==> config.mk <==
export PLATFORM = sky130hd
export DESIGN_NAME = wrsc_core
export DESIGN_NICKNAME = d
export VERILOG_FILES = /design/src/rtl/wrsc_pkg.sv /design/src/rtl/wrsc_core.sv
export SDC_FILE = /design/constraint.sdc
export NUM_CORES = 1
export LEC_CHECK = 0
export ABC_AREA = 1
export BUFFER_PORTS_ARGS = -buffer_cell sky130_fd_sc_hd__buf_2
export CORE_ASPECT_RATIO = 1.4
export CORE_MARGIN = 8
export CORE_UTILIZATION = 44
export DETAILED_ROUTE_END_ITERATION = 8
export PLACE_DENSITY = 0.67
export SETUP_SLACK_MARGIN = 0.05
export SYNTH_ARGS = -nofsm -noshare
export SYNTH_HDL_FRONTEND = slang
export SYNTH_SLANG_ARGS = --single-unit
==> constraint.sdc <==
create_clock -name clk_sys -period 1.8 [get_ports clk_sys]
set_input_delay 0.45 -clock clk_sys [delete_from_list [all_inputs] [get_ports clk_sys]]
set_output_delay 0.45 -clock clk_sys [all_outputs]
set_load 0.005 [all_outputs]
==> src/rtl/wrsc_pkg.sv <==
package wrsc_pkg;

  // Register indices on the register port.
  localparam logic [1:0] IDX_FLAGS = 2'h0;
  localparam logic [1:0] IDX_DEBUG = 2'h1;
  localparam logic [1:0] IDX_OPTS_ONCE = 2'h2;
  localparam logic [1:0] IDX_WDOG_OPTS = 2'h3;

  // Bit positions in reset_source_flags.
  localparam int FLAG_WDOG_BIT = 5;
  localparam int FLAG_ILLEGAL_OPCODE_FLAG_BIT = 4;
  localparam int FLAG_LOC_BIT = 2;
  localparam int FLAG_LVD_BIT = 1;

  // Bit positions in system_options_once and in the watchdog options register.
  localparam int TIMEOUT_LSB = 6;
  localparam int STOP_ALLOW_BIT = 5;
  localparam logic [7:0] OPTS_UNIMPL_MASK = 8'h0c;
  localparam int CLOCK_SEL_BIT = 7;
  localparam int WINDOW_BIT = 6;
  localparam logic [7:0] WDOG_OPTS_MASK = 8'hc0;

  // Bit position of force_reset_bit in debug_forced_reset.
  localparam int FORCE_RESET_BIT = 0;

  // Reset and read values.
  localparam logic [7:0] OPTS_ONCE_RESET = 8'hc0;
  localparam logic [7:0] WDOG_OPTS_RESET = 8'h00;
  localparam logic [7:0] DEBUG_READ_VALUE = 8'h00;

  // Service key bytes, first and second.
  localparam logic [7:0] SERVICE_KEY_FIRST = 8'h55;
  localparam logic [7:0] SERVICE_KEY_SECOND = 8'haa;

  // Counter width holds the largest overflow count.
  localparam int WDOG_CNT_W = 19;

  // Low-power oscillator period and nominal timeouts in its time base.
  localparam int LPO_PERIOD_US = 1000;
  localparam int LPO_TIMEOUT1_MS = 32;
  localparam int LPO_TIMEOUT2_MS = 256;
  localparam int LPO_TIMEOUT3_MS = 1024;
  localparam logic [WDOG_CNT_W-1:0] LPO_CNT1 =
    WDOG_CNT_W'(LPO_TIMEOUT1_MS * 1000 / LPO_PERIOD_US);
  localparam logic [WDOG_CNT_W-1:0] LPO_CNT2 =
    WDOG_CNT_W'(LPO_TIMEOUT2_MS * 1000 / LPO_PERIOD_US);
  localparam logic [WDOG_CNT_W-1:0] LPO_CNT3 =
    WDOG_CNT_W'(LPO_TIMEOUT3_MS * 1000 / LPO_PERIOD_US);

  // Bus clock overflow counts and window opening counts.
  localparam logic [WDOG_CNT_W-1:0] BUS_CNT1 = 19'h02000;
  localparam logic [WDOG_CNT_W-1:0] BUS_CNT2 = 19'h10000;
  localparam logic [WDOG_CNT_W-1:0] BUS_CNT3 = 19'h40000;
  localparam logic [WDOG_CNT_W-1:0] BUS_WIN1 = 19'h01800;
  localparam logic [WDOG_CNT_W-1:0] BUS_WIN2 = 19'h0c000;
  localparam logic [WDOG_CNT_W-1:0] BUS_WIN3 = 19'h30000;

  // Register access request from the processor or from the debug host.
  typedef struct packed {
    logic wr;
    logic rd;
    logic [1:0] idx;
    logic [7:0] data;
  } wrsc_req_s;

  // Reset causes that this block records.
  typedef struct packed {
    logic wdog;
    logic illegal_opcode_flag;
    logic clock_loss_flag;
    logic low_voltage_flag;
  } wrsc_cause_s;

endpackage

==> src/rtl/wrsc_core.sv <==
`timescale 1ns/100ps

module wrsc_core #(
  parameter logic [wrsc_pkg::WDOG_CNT_W-1:0] BUS_CNT1 = wrsc_pkg::BUS_CNT1,
  parameter logic [wrsc_pkg::WDOG_CNT_W-1:0] BUS_CNT2 = wrsc_pkg::BUS_CNT2,
  parameter logic [wrsc_pkg::WDOG_CNT_W-1:0] BUS_CNT3 = wrsc_pkg::BUS_CNT3,
  parameter logic [wrsc_pkg::WDOG_CNT_W-1:0] BUS_WIN1 = wrsc_pkg::BUS_WIN1,
  parameter logic [wrsc_pkg::WDOG_CNT_W-1:0] BUS_WIN2 = wrsc_pkg::BUS_WIN2,
  parameter logic [wrsc_pkg::WDOG_CNT_W-1:0] BUS_WIN3 = wrsc_pkg::BUS_WIN3
) (
  // Clock and synchronous reset.
  input wire logic clk_sys,
  input wire logic reset_n,
  // Processor register access.
  input wire wrsc_pkg::wrsc_req_s cpu_req,
  output logic [7:0] cpu_rdata,
  // Background debug register access.
  input wire wrsc_pkg::wrsc_req_s debug_req,
  // Processor core events.
  input wire logic illegal_opcode_exec,
  input wire logic stop_exec,
  input wire logic background_instruction_exec,
  input wire logic background_mode_allow,
  // Clock and power monitors.
  input wire logic low_power_osc,
  input wire logic clock_loss,
  input wire logic low_voltage_trip,
  input wire logic low_voltage_reset_allow,
  input wire logic low_voltage_stop_allow,
  input wire logic power_on_reset,
  // Results towards the system.
  output logic device_reset_req,
  output logic stop_enter,
  output logic stop_allow
);

  localparam int CW = wrsc_pkg::WDOG_CNT_W;

  // Stored registers.
  logic [7:0] opts_once_reg, opts_once_next;
  logic [7:0] wdog_opts_reg, wdog_opts_next;
  logic opts_lock_reg, opts_lock_next;
  logic wdog_lock_reg, wdog_lock_next;
  wrsc_pkg::wrsc_cause_s flags_reg, flags_next;
  wrsc_pkg::wrsc_cause_s cause_reg, cause_next;
  logic req_reg, req_next;
  logic key_seen_reg, key_seen_next;
  logic [CW-1:0] count_reg, count_next;
  logic [7:0] rdata_reg, rdata_next;

  // Two-stage synchroniser and edge history for the low-power oscillator.
  logic lpo_meta_reg;
  logic lpo_sync_reg;
  logic lpo_prev_reg;

  // Overflow count for a timeout code and clock choice; zero means disabled.
  function automatic logic [CW-1:0] overflow_count(input logic [1:0] code,
                                                   input logic bus_sel);
    logic [CW-1:0] result;
    result = '0;
    unique case (code)
      2'h1: result = bus_sel ? BUS_CNT1 : wrsc_pkg::LPO_CNT1;
      2'h2: result = bus_sel ? BUS_CNT2 : wrsc_pkg::LPO_CNT2;
      2'h3: result = bus_sel ? BUS_CNT3 : wrsc_pkg::LPO_CNT3;
      default: result = '0;
    endcase
    return result;
  endfunction

  // Count at which the service window opens on the bus clock.
  function automatic logic [CW-1:0] window_open(input logic [1:0] code);
    logic [CW-1:0] result;
    result = '0;
    unique case (code)
      2'h1: result = BUS_WIN1;
      2'h2: result = BUS_WIN2;
      2'h3: result = BUS_WIN3;
      default: result = '0;
    endcase
    return result;
  endfunction

  // Option fields decoded from the write-once registers.
  wire logic [1:0] timeout_sel = opts_once_reg[wrsc_pkg::TIMEOUT_LSB +: 2];
  wire logic clock_sel = wdog_opts_reg[wrsc_pkg::CLOCK_SEL_BIT];
  wire logic window_mode = wdog_opts_reg[wrsc_pkg::WINDOW_BIT];

  // The watchdog runs only when a nonzero timeout code is chosen.
  wire logic watchdog_allow = (timeout_sel != 2'h0);

  // One tick per bus cycle, or one per rising oscillator edge.
  wire logic lpo_rise = lpo_sync_reg & ~lpo_prev_reg;
  wire logic tick = clock_sel ? 1'b1 : lpo_rise;

  // Overflow limit and window threshold for the current settings.
  wire logic [CW-1:0] limit = overflow_count(timeout_sel, clock_sel);
  wire logic [CW-1:0] win_open = window_open(timeout_sel);
  wire logic overflow = watchdog_allow & tick & (count_reg == limit - CW'(1));

  // The window only has meaning on the bus clock, where opening counts exist.
  wire logic window_active = window_mode & clock_sel;
  wire logic too_early = window_active & (count_reg < win_open);

  // Processor writes decoded per register.
  wire logic wr_flags = cpu_req.wr & (cpu_req.idx == wrsc_pkg::IDX_FLAGS);
  wire logic wr_opts = cpu_req.wr & (cpu_req.idx == wrsc_pkg::IDX_OPTS_ONCE);
  wire logic wr_wdog = cpu_req.wr & (cpu_req.idx == wrsc_pkg::IDX_WDOG_OPTS);

  // Service sequence decode on writes to the flags register.
  wire logic is_first_key = (cpu_req.data == wrsc_pkg::SERVICE_KEY_FIRST);
  wire logic is_second_key = (cpu_req.data == wrsc_pkg::SERVICE_KEY_SECOND);
  wire logic good_key = is_first_key | (is_second_key & key_seen_reg);
  wire logic service_done = wr_flags & watchdog_allow & is_second_key & key_seen_reg
                            & ~too_early;
  wire logic bad_service = wr_flags & watchdog_allow & (~good_key | too_early);

  // Only the debug host can force a reset; processor writes never reach it.
  wire logic debug_force = debug_req.wr & (debug_req.idx == wrsc_pkg::IDX_DEBUG)
                           & debug_req.data[wrsc_pkg::FORCE_RESET_BIT];

  // Illegal opcode sources, including stop and background when not allowed.
  wire logic stop_illegal = stop_exec & ~stop_allow;
  wire logic background_instruction_illegal = background_instruction_exec & ~background_mode_allow;
  wire logic illegal_opcode_flag_event = illegal_opcode_exec | stop_illegal | background_instruction_illegal;

  // Low-voltage trip acts only while reset or stop detection is allowed.
  wire logic lvd_event = low_voltage_trip
                         & (low_voltage_reset_allow | low_voltage_stop_allow);

  // Causes seen this cycle; a debug reset carries no cause.
  wire wrsc_pkg::wrsc_cause_s cause_now = '{
    wdog: (overflow | bad_service),
    illegal_opcode_flag: illegal_opcode_flag_event,
    clock_loss_flag: clock_loss,
    low_voltage_flag: lvd_event
  };
  wire logic any_request = cause_now.wdog | cause_now.illegal_opcode_flag | cause_now.clock_loss_flag
                           | cause_now.low_voltage_flag | debug_force;

  // Flags register as read, with unused bits at zero.
  wire logic [7:0] flags_read = {2'h0, flags_reg.wdog, flags_reg.illegal_opcode_flag, 1'b0,
                                 flags_reg.clock_loss_flag, flags_reg.low_voltage_flag, 1'b0};

  // Read data selection; the debug register reads as a constant.
  wire logic [7:0] read_mux =
    (cpu_req.idx == wrsc_pkg::IDX_FLAGS) ? flags_read :
    (cpu_req.idx == wrsc_pkg::IDX_DEBUG) ? wrsc_pkg::DEBUG_READ_VALUE :
    (cpu_req.idx == wrsc_pkg::IDX_OPTS_ONCE) ?
      (opts_once_reg & ~wrsc_pkg::OPTS_UNIMPL_MASK) :
      (wdog_opts_reg & wrsc_pkg::WDOG_OPTS_MASK);

  // Next-state logic for normal operation and for reset.
  always_comb begin
    opts_once_next = opts_once_reg;
    wdog_opts_next = wdog_opts_reg;
    opts_lock_next = opts_lock_reg;
    wdog_lock_next = wdog_lock_reg;
    flags_next = flags_reg;
    cause_next = cause_reg;
    req_next = req_reg;
    key_seen_next = key_seen_reg;
    count_next = count_reg;
    rdata_next = rdata_reg;
    if (!reset_n) begin
      // Options return to defaults and unlock.
      opts_once_next = wrsc_pkg::OPTS_ONCE_RESET;
      wdog_opts_next = wrsc_pkg::WDOG_OPTS_RESET;
      opts_lock_next = 1'b0;
      wdog_lock_next = 1'b0;
      req_next = 1'b0;
      key_seen_next = 1'b0;
      count_next = '0;
      rdata_next = 8'h00;
      if (power_on_reset) begin
        // Power-on marks only the low-voltage flag.
        flags_next = '{wdog: 1'b0, illegal_opcode_flag: 1'b0, clock_loss_flag: 1'b0, low_voltage_flag: 1'b1};
        cause_next = '0;
      end else begin
        // Held causes become the flags; absent causes read as zero.
        flags_next = cause_reg;
      end
    end else begin
      // Causes are tracked each cycle until a request is pending.
      if (!req_reg) begin
        cause_next = cause_now;
      end
      // A request stays raised until the system applies reset.
      if (any_request) begin
        req_next = 1'b1;
      end
      // Only the first write after reset lands in each options register.
      if (wr_opts && !opts_lock_reg) begin
        opts_once_next = cpu_req.data & ~wrsc_pkg::OPTS_UNIMPL_MASK;
        opts_lock_next = 1'b1;
      end
      if (wr_wdog && !wdog_lock_reg) begin
        wdog_opts_next = cpu_req.data & wrsc_pkg::WDOG_OPTS_MASK;
        wdog_lock_next = 1'b1;
      end
      // Key progress: the first key arms, anything else disarms.
      if (wr_flags) begin
        key_seen_next = is_first_key;
      end
      // Counter clears when disabled or on service, otherwise advances on each tick until overflow.
      if (!watchdog_allow || service_done) begin
        count_next = '0;
      end else if (tick && !overflow) begin
        count_next = count_reg + CW'(1);
      end
      // Read data is captured on a read strobe.
      if (cpu_req.rd) begin
        rdata_next = read_mux;
      end
    end
  end

  // State registers, all updated each clock.
  always_ff @(posedge clk_sys) begin
    opts_once_reg <= opts_once_next;
    wdog_opts_reg <= wdog_opts_next;
    opts_lock_reg <= opts_lock_next;
    wdog_lock_reg <= wdog_lock_next;
    flags_reg <= flags_next;
    cause_reg <= cause_next;
    req_reg <= req_next;
    key_seen_reg <= key_seen_next;
    count_reg <= count_next;
    rdata_reg <= rdata_next;
  end

  // Oscillator pin passes two flip-flops before the edge detector reads it.
  always_ff @(posedge clk_sys) begin
    if (!reset_n) begin
      lpo_meta_reg <= 1'b0;
      lpo_sync_reg <= 1'b0;
      lpo_prev_reg <= 1'b0;
    end else begin
      lpo_meta_reg <= low_power_osc;
      lpo_sync_reg <= lpo_meta_reg;
      lpo_prev_reg <= lpo_sync_reg;
    end
  end

  // Output drives.
  assign device_reset_req = req_reg;
  assign cpu_rdata = rdata_reg;
  assign stop_allow = opts_once_reg[wrsc_pkg::STOP_ALLOW_BIT];
  assign stop_enter = stop_exec & stop_allow;

endmodule

# == Word-level counts from Yosys, hierarchy flattened ==
# Index checks and enable logic that the tools add are counted.
# totals
mem_bits_rw,0
memories,0
latch_bits,0
output_inout_bits,11
mem_bits_ro,0
reg_bits,50
inputBits,36
# classes
n_addsub,2
shifts,0
reduce_logical,13
n_mux,12
div_mod_pow,0
mul,0
eq_ne,11
magnitude_cmp,1
bitwise,36
# op_table
operator,count
case mux 19 bit (3 select lines),1
case mux 18 bit (3 select lines),1
two-way mux 8 bit,3
bitwise AND 1 bit,20
"adder 19 x 1 -> 19 bit, second input constant",1
equality test 19 bit,1
less-than comparator 19 bit,1
two-way mux 19 bit,1
"subtractor 19 x 1 -> 19 bit, second input constant",1
two-way mux 17 bit,1
two-way mux 14 bit,1
two-way mux 4 bit,3
bitwise OR 1 bit,10
"equality test 2 bit, second input constant",4
"equality test 8 x 7 -> 1 bit, second input constant",1
"equality test 8 bit, second input constant",1
"equality test 2 x 1 -> 1 bit, second input constant",3
NOT 1 bit,6
zero test 1 bit,4
nonzero test 2 bit,2
logical AND 1 bit,3
zero test 2 bit,1
"inequality test 2 bit, second input constant",1
AND reduction 2 bit,1
3 further kinds,3

# == Logic depth before layout (Yosys ltp) ==
# logic_depth
depth_word,11
ltp_mapped,15

# == Least setup slack after synthesis ==
# Ideal clock, no wire load.
# synth_path
path_kind,reg-to-reg
from,register wdog_opts_reg[7]
to,register cause_reg[3] (netlist bit) (data pin)
period_less_slack_ps,1975
path_slack_ps,-175
path_stages_with_launch,16
setup_time_ps,251
arrival_ps,1723
n_path_buf,2
cell_sequence,dfxtp_1 buf_4 inv_1 nand3_1 ha_1 inv_1 nand2_1 nand3_1 nor2_1 nand3_1 nor2_1 nand3_2 buf_2 nand2_1 nand2_1 inv_1
# synth_via
elab_chain_len,8
elab_cells_between_ends,16
cone_classes,add/sub (1); eq/ne (1); mux (7); bitwise (7)
# synth_lines
element,line,text
from (decl),wrsc_core.sv:41,"logic [7:0] wdog_opts_reg, wdog_opts_next;"
from (signal assigned),wrsc_core.sv:220,wdog_opts_reg <= wdog_opts_next;
two-way mux 14 bit (tied with other cells),wrsc_core.sv:62,2'h1: result = bus_sel ? BUS_CNT1 : wrsc_pkg::LPO_CNT1;
case mux 19 bit (3 select lines),wrsc_core.sv:61,unique case (code)
subtractor 19 x 1 -> 19 bit,wrsc_core.sv:98,wire logic overflow = watchdog_allow & tick & (count_reg == limit - CW'(1));
equality test 19 bit,wrsc_core.sv:98,
bitwise AND 1 bit,wrsc_core.sv:98,
bitwise OR 1 bit *,wrsc_core.sv:132,"wdog: (overflow | bad_service),"
two-way mux 4 bit *,wrsc_core.sv:184,if (!req_reg) begin
two-way mux 4 bit *,wrsc_core.sv:164,if (!reset_n) begin
to (signal assigned),wrsc_core.sv:224,cause_reg <= cause_next;
to (decl),wrsc_core.sv:45,"wrsc_pkg::wrsc_cause_s cause_reg, cause_next;"
# Mark *: on every way between the ends. The rest lies on a longest branch, timed or not. The select of a mux whose other input is x is not followed.
# A chain may end at the register's enable or synchronous reset.

# == Final worst setup path ==
# layout_path
from,register opts_once_reg[6]
to,register count_reg[8]
# layout_via
elab_chain_len,8
elab_cells_between_ends,22
cone_classes,add/sub (1); order compare (1); eq/ne (4); mux (2); bitwise (8); reduce/logical (6)
# layout_lines
element,line,text
from (decl),wrsc_core.sv:40,"logic [7:0] opts_once_reg, opts_once_next;"
from (signal assigned),wrsc_core.sv:219,opts_once_reg <= opts_once_next;
"parallel branches: the longest is 8 deep, another holds subtractor 19 x 1 -> 19 bit",--,
to (signal assigned),wrsc_core.sv:227,count_reg <= count_next;
to (decl),wrsc_core.sv:48,"logic [CW-1:0] count_reg, count_next;"
# Parallel ways; which one is timed is not known.

==> impl_metrics.toml <==
[drt]
drc = 0
vias = 3028
post_drt_wl_per_cell_um = 14.1
viasPerCell = 5.27
routed_wl_um = 8110
dr.pass1.iters = 4
drt_iter0_drc = 171
drtAntennaViolNets = 0

[pwr]
pwr-share-comb_pct = 17.0
power_frac_seq_pct = 53.4
swShare_pct = 28.0
power.switching_w = 0.000617
powerDensity_nw_per_um2 = 568
power.internal_w = 0.00159
p_leak_nw = 1.74
p_total_w = 0.00221
ir_drop_v = 0.000328
clockPowerShare_pct = 29.6

[yosys]
synth-main-ff-cell = "dfxtp_1"
async_flop_share_pct = 0
synth_edf_count = 8
synth-seq-cells = 49
syn_area_um2 = 2850
synthTopCellsByArea = "dfxtp_1 29%, nand2_1 16%, edfxtp_1 8.4%"
netlist.area_leader.share_pct = 28.8
syn_nets = 468
yosys.area.top_type = "dfxtp_1"
avgSynthCellArea_um2 = 6.70
ys_warn_count = 0
synth_cell_type_count = 33
ys_seq_area_share_pct = 37.3
syn_inst = 425

[global_route]
grt_pass1_vias = 2933
grtUsageTotal_pct = 16.0
antenna_found_initial = 0
use_met1_pct = 16.8
busiest_layer = "met2"
overflow = 0
use_met3_pct = 3.38
grt_max_degree = 26
grt_pass1_wl_um = 12700
use_met2_pct = 28.7

[setup_path]
crit_top_cell = "nand2_1"
path_depth = 14
critPathArrivalTime_ns = 2.16
worst_ep_required_time_ns = 2.00
rr_worst_depth = 14
crit_family = "simple AND/OR/NAND/NOR gates"
critical_path_peak_fanout = 6
worst_setup_path_start_kind = "flop"
critPathKind = "flop to flop"
r2r-start = "opts_once_reg[6]"
r2r-end = "count_reg[8]"
cpMaxStageDelayCell = "dfxtp_4"
path_buf_inv = 4
crit_end = "count_reg[8]"
r2r_setup_slack_ns = -0.16
cp-end-kind = "flop"
startpoint = "opts_once_reg[6]"
worstPathCellList = "inv_2 > buf_4 > nand2_2 > nand2_1 > nand2_1 > nand2_1 > nor2_1 > nand2_1 > nor2_2 > nand3_4 > buf_6 > buf_16 > nand3_1 > a21oi_2"
slowest_delay_ns = 0.40

[cells_and_area]
largest_register_ff_count = 19
seq_area_um2 = 1070
fin_area_um2 = 3880
multi_input_area_um2 = 1750
nFillCells = 556
synthToLayoutAreaGrowth_pct = 36.4
layout.nets = 545
layout-drive-gt1-share_pct = 29.6
antennaDiodeCount = 0

[sta]
fin_tns_setup_ns = -1.83
drv_slew = 0
fin_crit_sh_pct = 109
rsz0062_at_grt = "true"
timing.fmax_mhz = 510
setup_violations = 20
worst_slack_ns = -0.161
finClkSkew_ns = 0.00286
hold_viol = 0
period_needed_ns = 1.96
hold_slack_ns = 0.325

[die]
die_h_um = 111
core_area_um2 = 6250
num_rows = 34
die_w_um = 84.0
initial_core_util_pct = 45.5
dieArea_um2 = 9340
io_pins = 47

[placed_design]
dp_hpwl_um = 5500
place.gp.congestion = 0.867
place_area_um2 = 3370
dp_slack_ns = -0.132
portBuffers = 37

[clock_network]
hold_buffers = 0
cts.path.max_buffers = 2
htreeDepth = 2
cts_tree = "yes"
clk_latency_ns = 0.30
clkTransAtPathRegs_ns = 0.09
numCtsBuffers = 5
cts_root_buffer = "clkbuf_8"
numClockSinks = 49

[run_status]
violations = "negative setup slack"
outcome = "complete, but fails checks"

[run]
drv_cap = 0

[hold_path]
hp-class = "primary input to flop"
==> synth_stat cells, drive strengths merged (2+ instances only) <==
cell,instances
buf,7
ha,7
nor3b,2
clkbuf,7
nand2,122
nand3,45
o21ai,16
xor2,15
a21oi,30
edfxtp,8
inv,54
dfxtp,41
or2,2
nand4,3
nor3,9
nor2,44
o21a,2
a31o,2
o221ai,3
o211ai,2
==> layer usage <==
metal / routed length [um] / up-vias
met3: 356 / 29
met1: 3220 / 1380
li1: - / 1521
met4: 325 / 0
met5: 0 / -
met2: 4210 / 98
==> power groups by stage <==
stage          logic, W  registers (W)  clock network (W)
2_1_floorplan  0.000188        0.00120                  0
3_5_place_dp   0.000318        0.00120                  0
4_1_cts        0.000341        0.00118           0.000674
3_3_place_gp   0.000312        0.00120                  0
6_report       0.000376        0.00118           0.000653
5_1_grt        0.000416        0.00118           0.000712
==> through the flow <==
step                cells  utilization (%)
finish                575             62.1
detailed placement    554             53.8
global route          575             62.1
floorplan             425                -
CTS                   571             58.6
global placement      554             53.8
==> kinds of logic after synthesis <==
kind of cell / Yosys count / share of synthesized area, %
xor gates and xnor gates: 16 / 4.92
AOI/OAI and AO/OA: 56 / 11.0
other: 1 / 0.132
DFF: 49 / 37.3
adders and majority gates: 7 / 3.08
and+or+nand+nor: 228 / 34.0
buffers and inverters: 68 / 9.62
==> how the worst min path moves through the flow <==
stage	start	endpoint	slack, ns	cells past startpoint
floorplan	lpo_meta_reg	lpo_sync_reg	0.39	2
global placement	lpo_meta_reg	lpo_sync_reg	0.40	2
detailed placement	lpo_meta_reg	lpo_sync_reg	0.40	2
CTS	low_power_osc	lpo_meta_reg	0.31	3
global route	low_power_osc	lpo_meta_reg	0.32	3
finish	low_power_osc	lpo_meta_reg	0.32	3
==> worst min-delay path: cells and delay by family <==
kind	cells	cell delay (ns)
buffers and inverters	2	0.11
AND/OR/NAND/NOR	1	0.04
==> cell type report <==
type	count	share of cell area, %
Clock buffer	6	1.87
Clock inverter	2	0.387
Inverter	54	5.48
Multi-Input combinational cell	309	45.1
Sequential cell	49	27.5
Tap cell	72	2.32
Timing Repair Buffer	83	17.3
==> cells in the final DEF, fill, tap and decap left out, drive strengths merged, types with 3 or more instances in the layout <==
master  count
edfxtp      8
buf        80
nand4       3
a21oi      30
inv        54
ha          7
o21ai      16
o221ai      3
dfxtp      41
nand2     123
nor2       44
nor3        9
xor2       15
clkbuf      9
nand3      45
==> timing repair <==
| item | in CTS | in global routing |
|---|---|---|
| setup buffers | 6 | 0 |
| pin swaps | 7 | 6 |
| gates cloned | 3 | 4 |
| setup endpoints to repair | 21 | 21 |
| resized for setup | 26 | 33 |
Note: power is estimated with default switching activity, not from simulation.
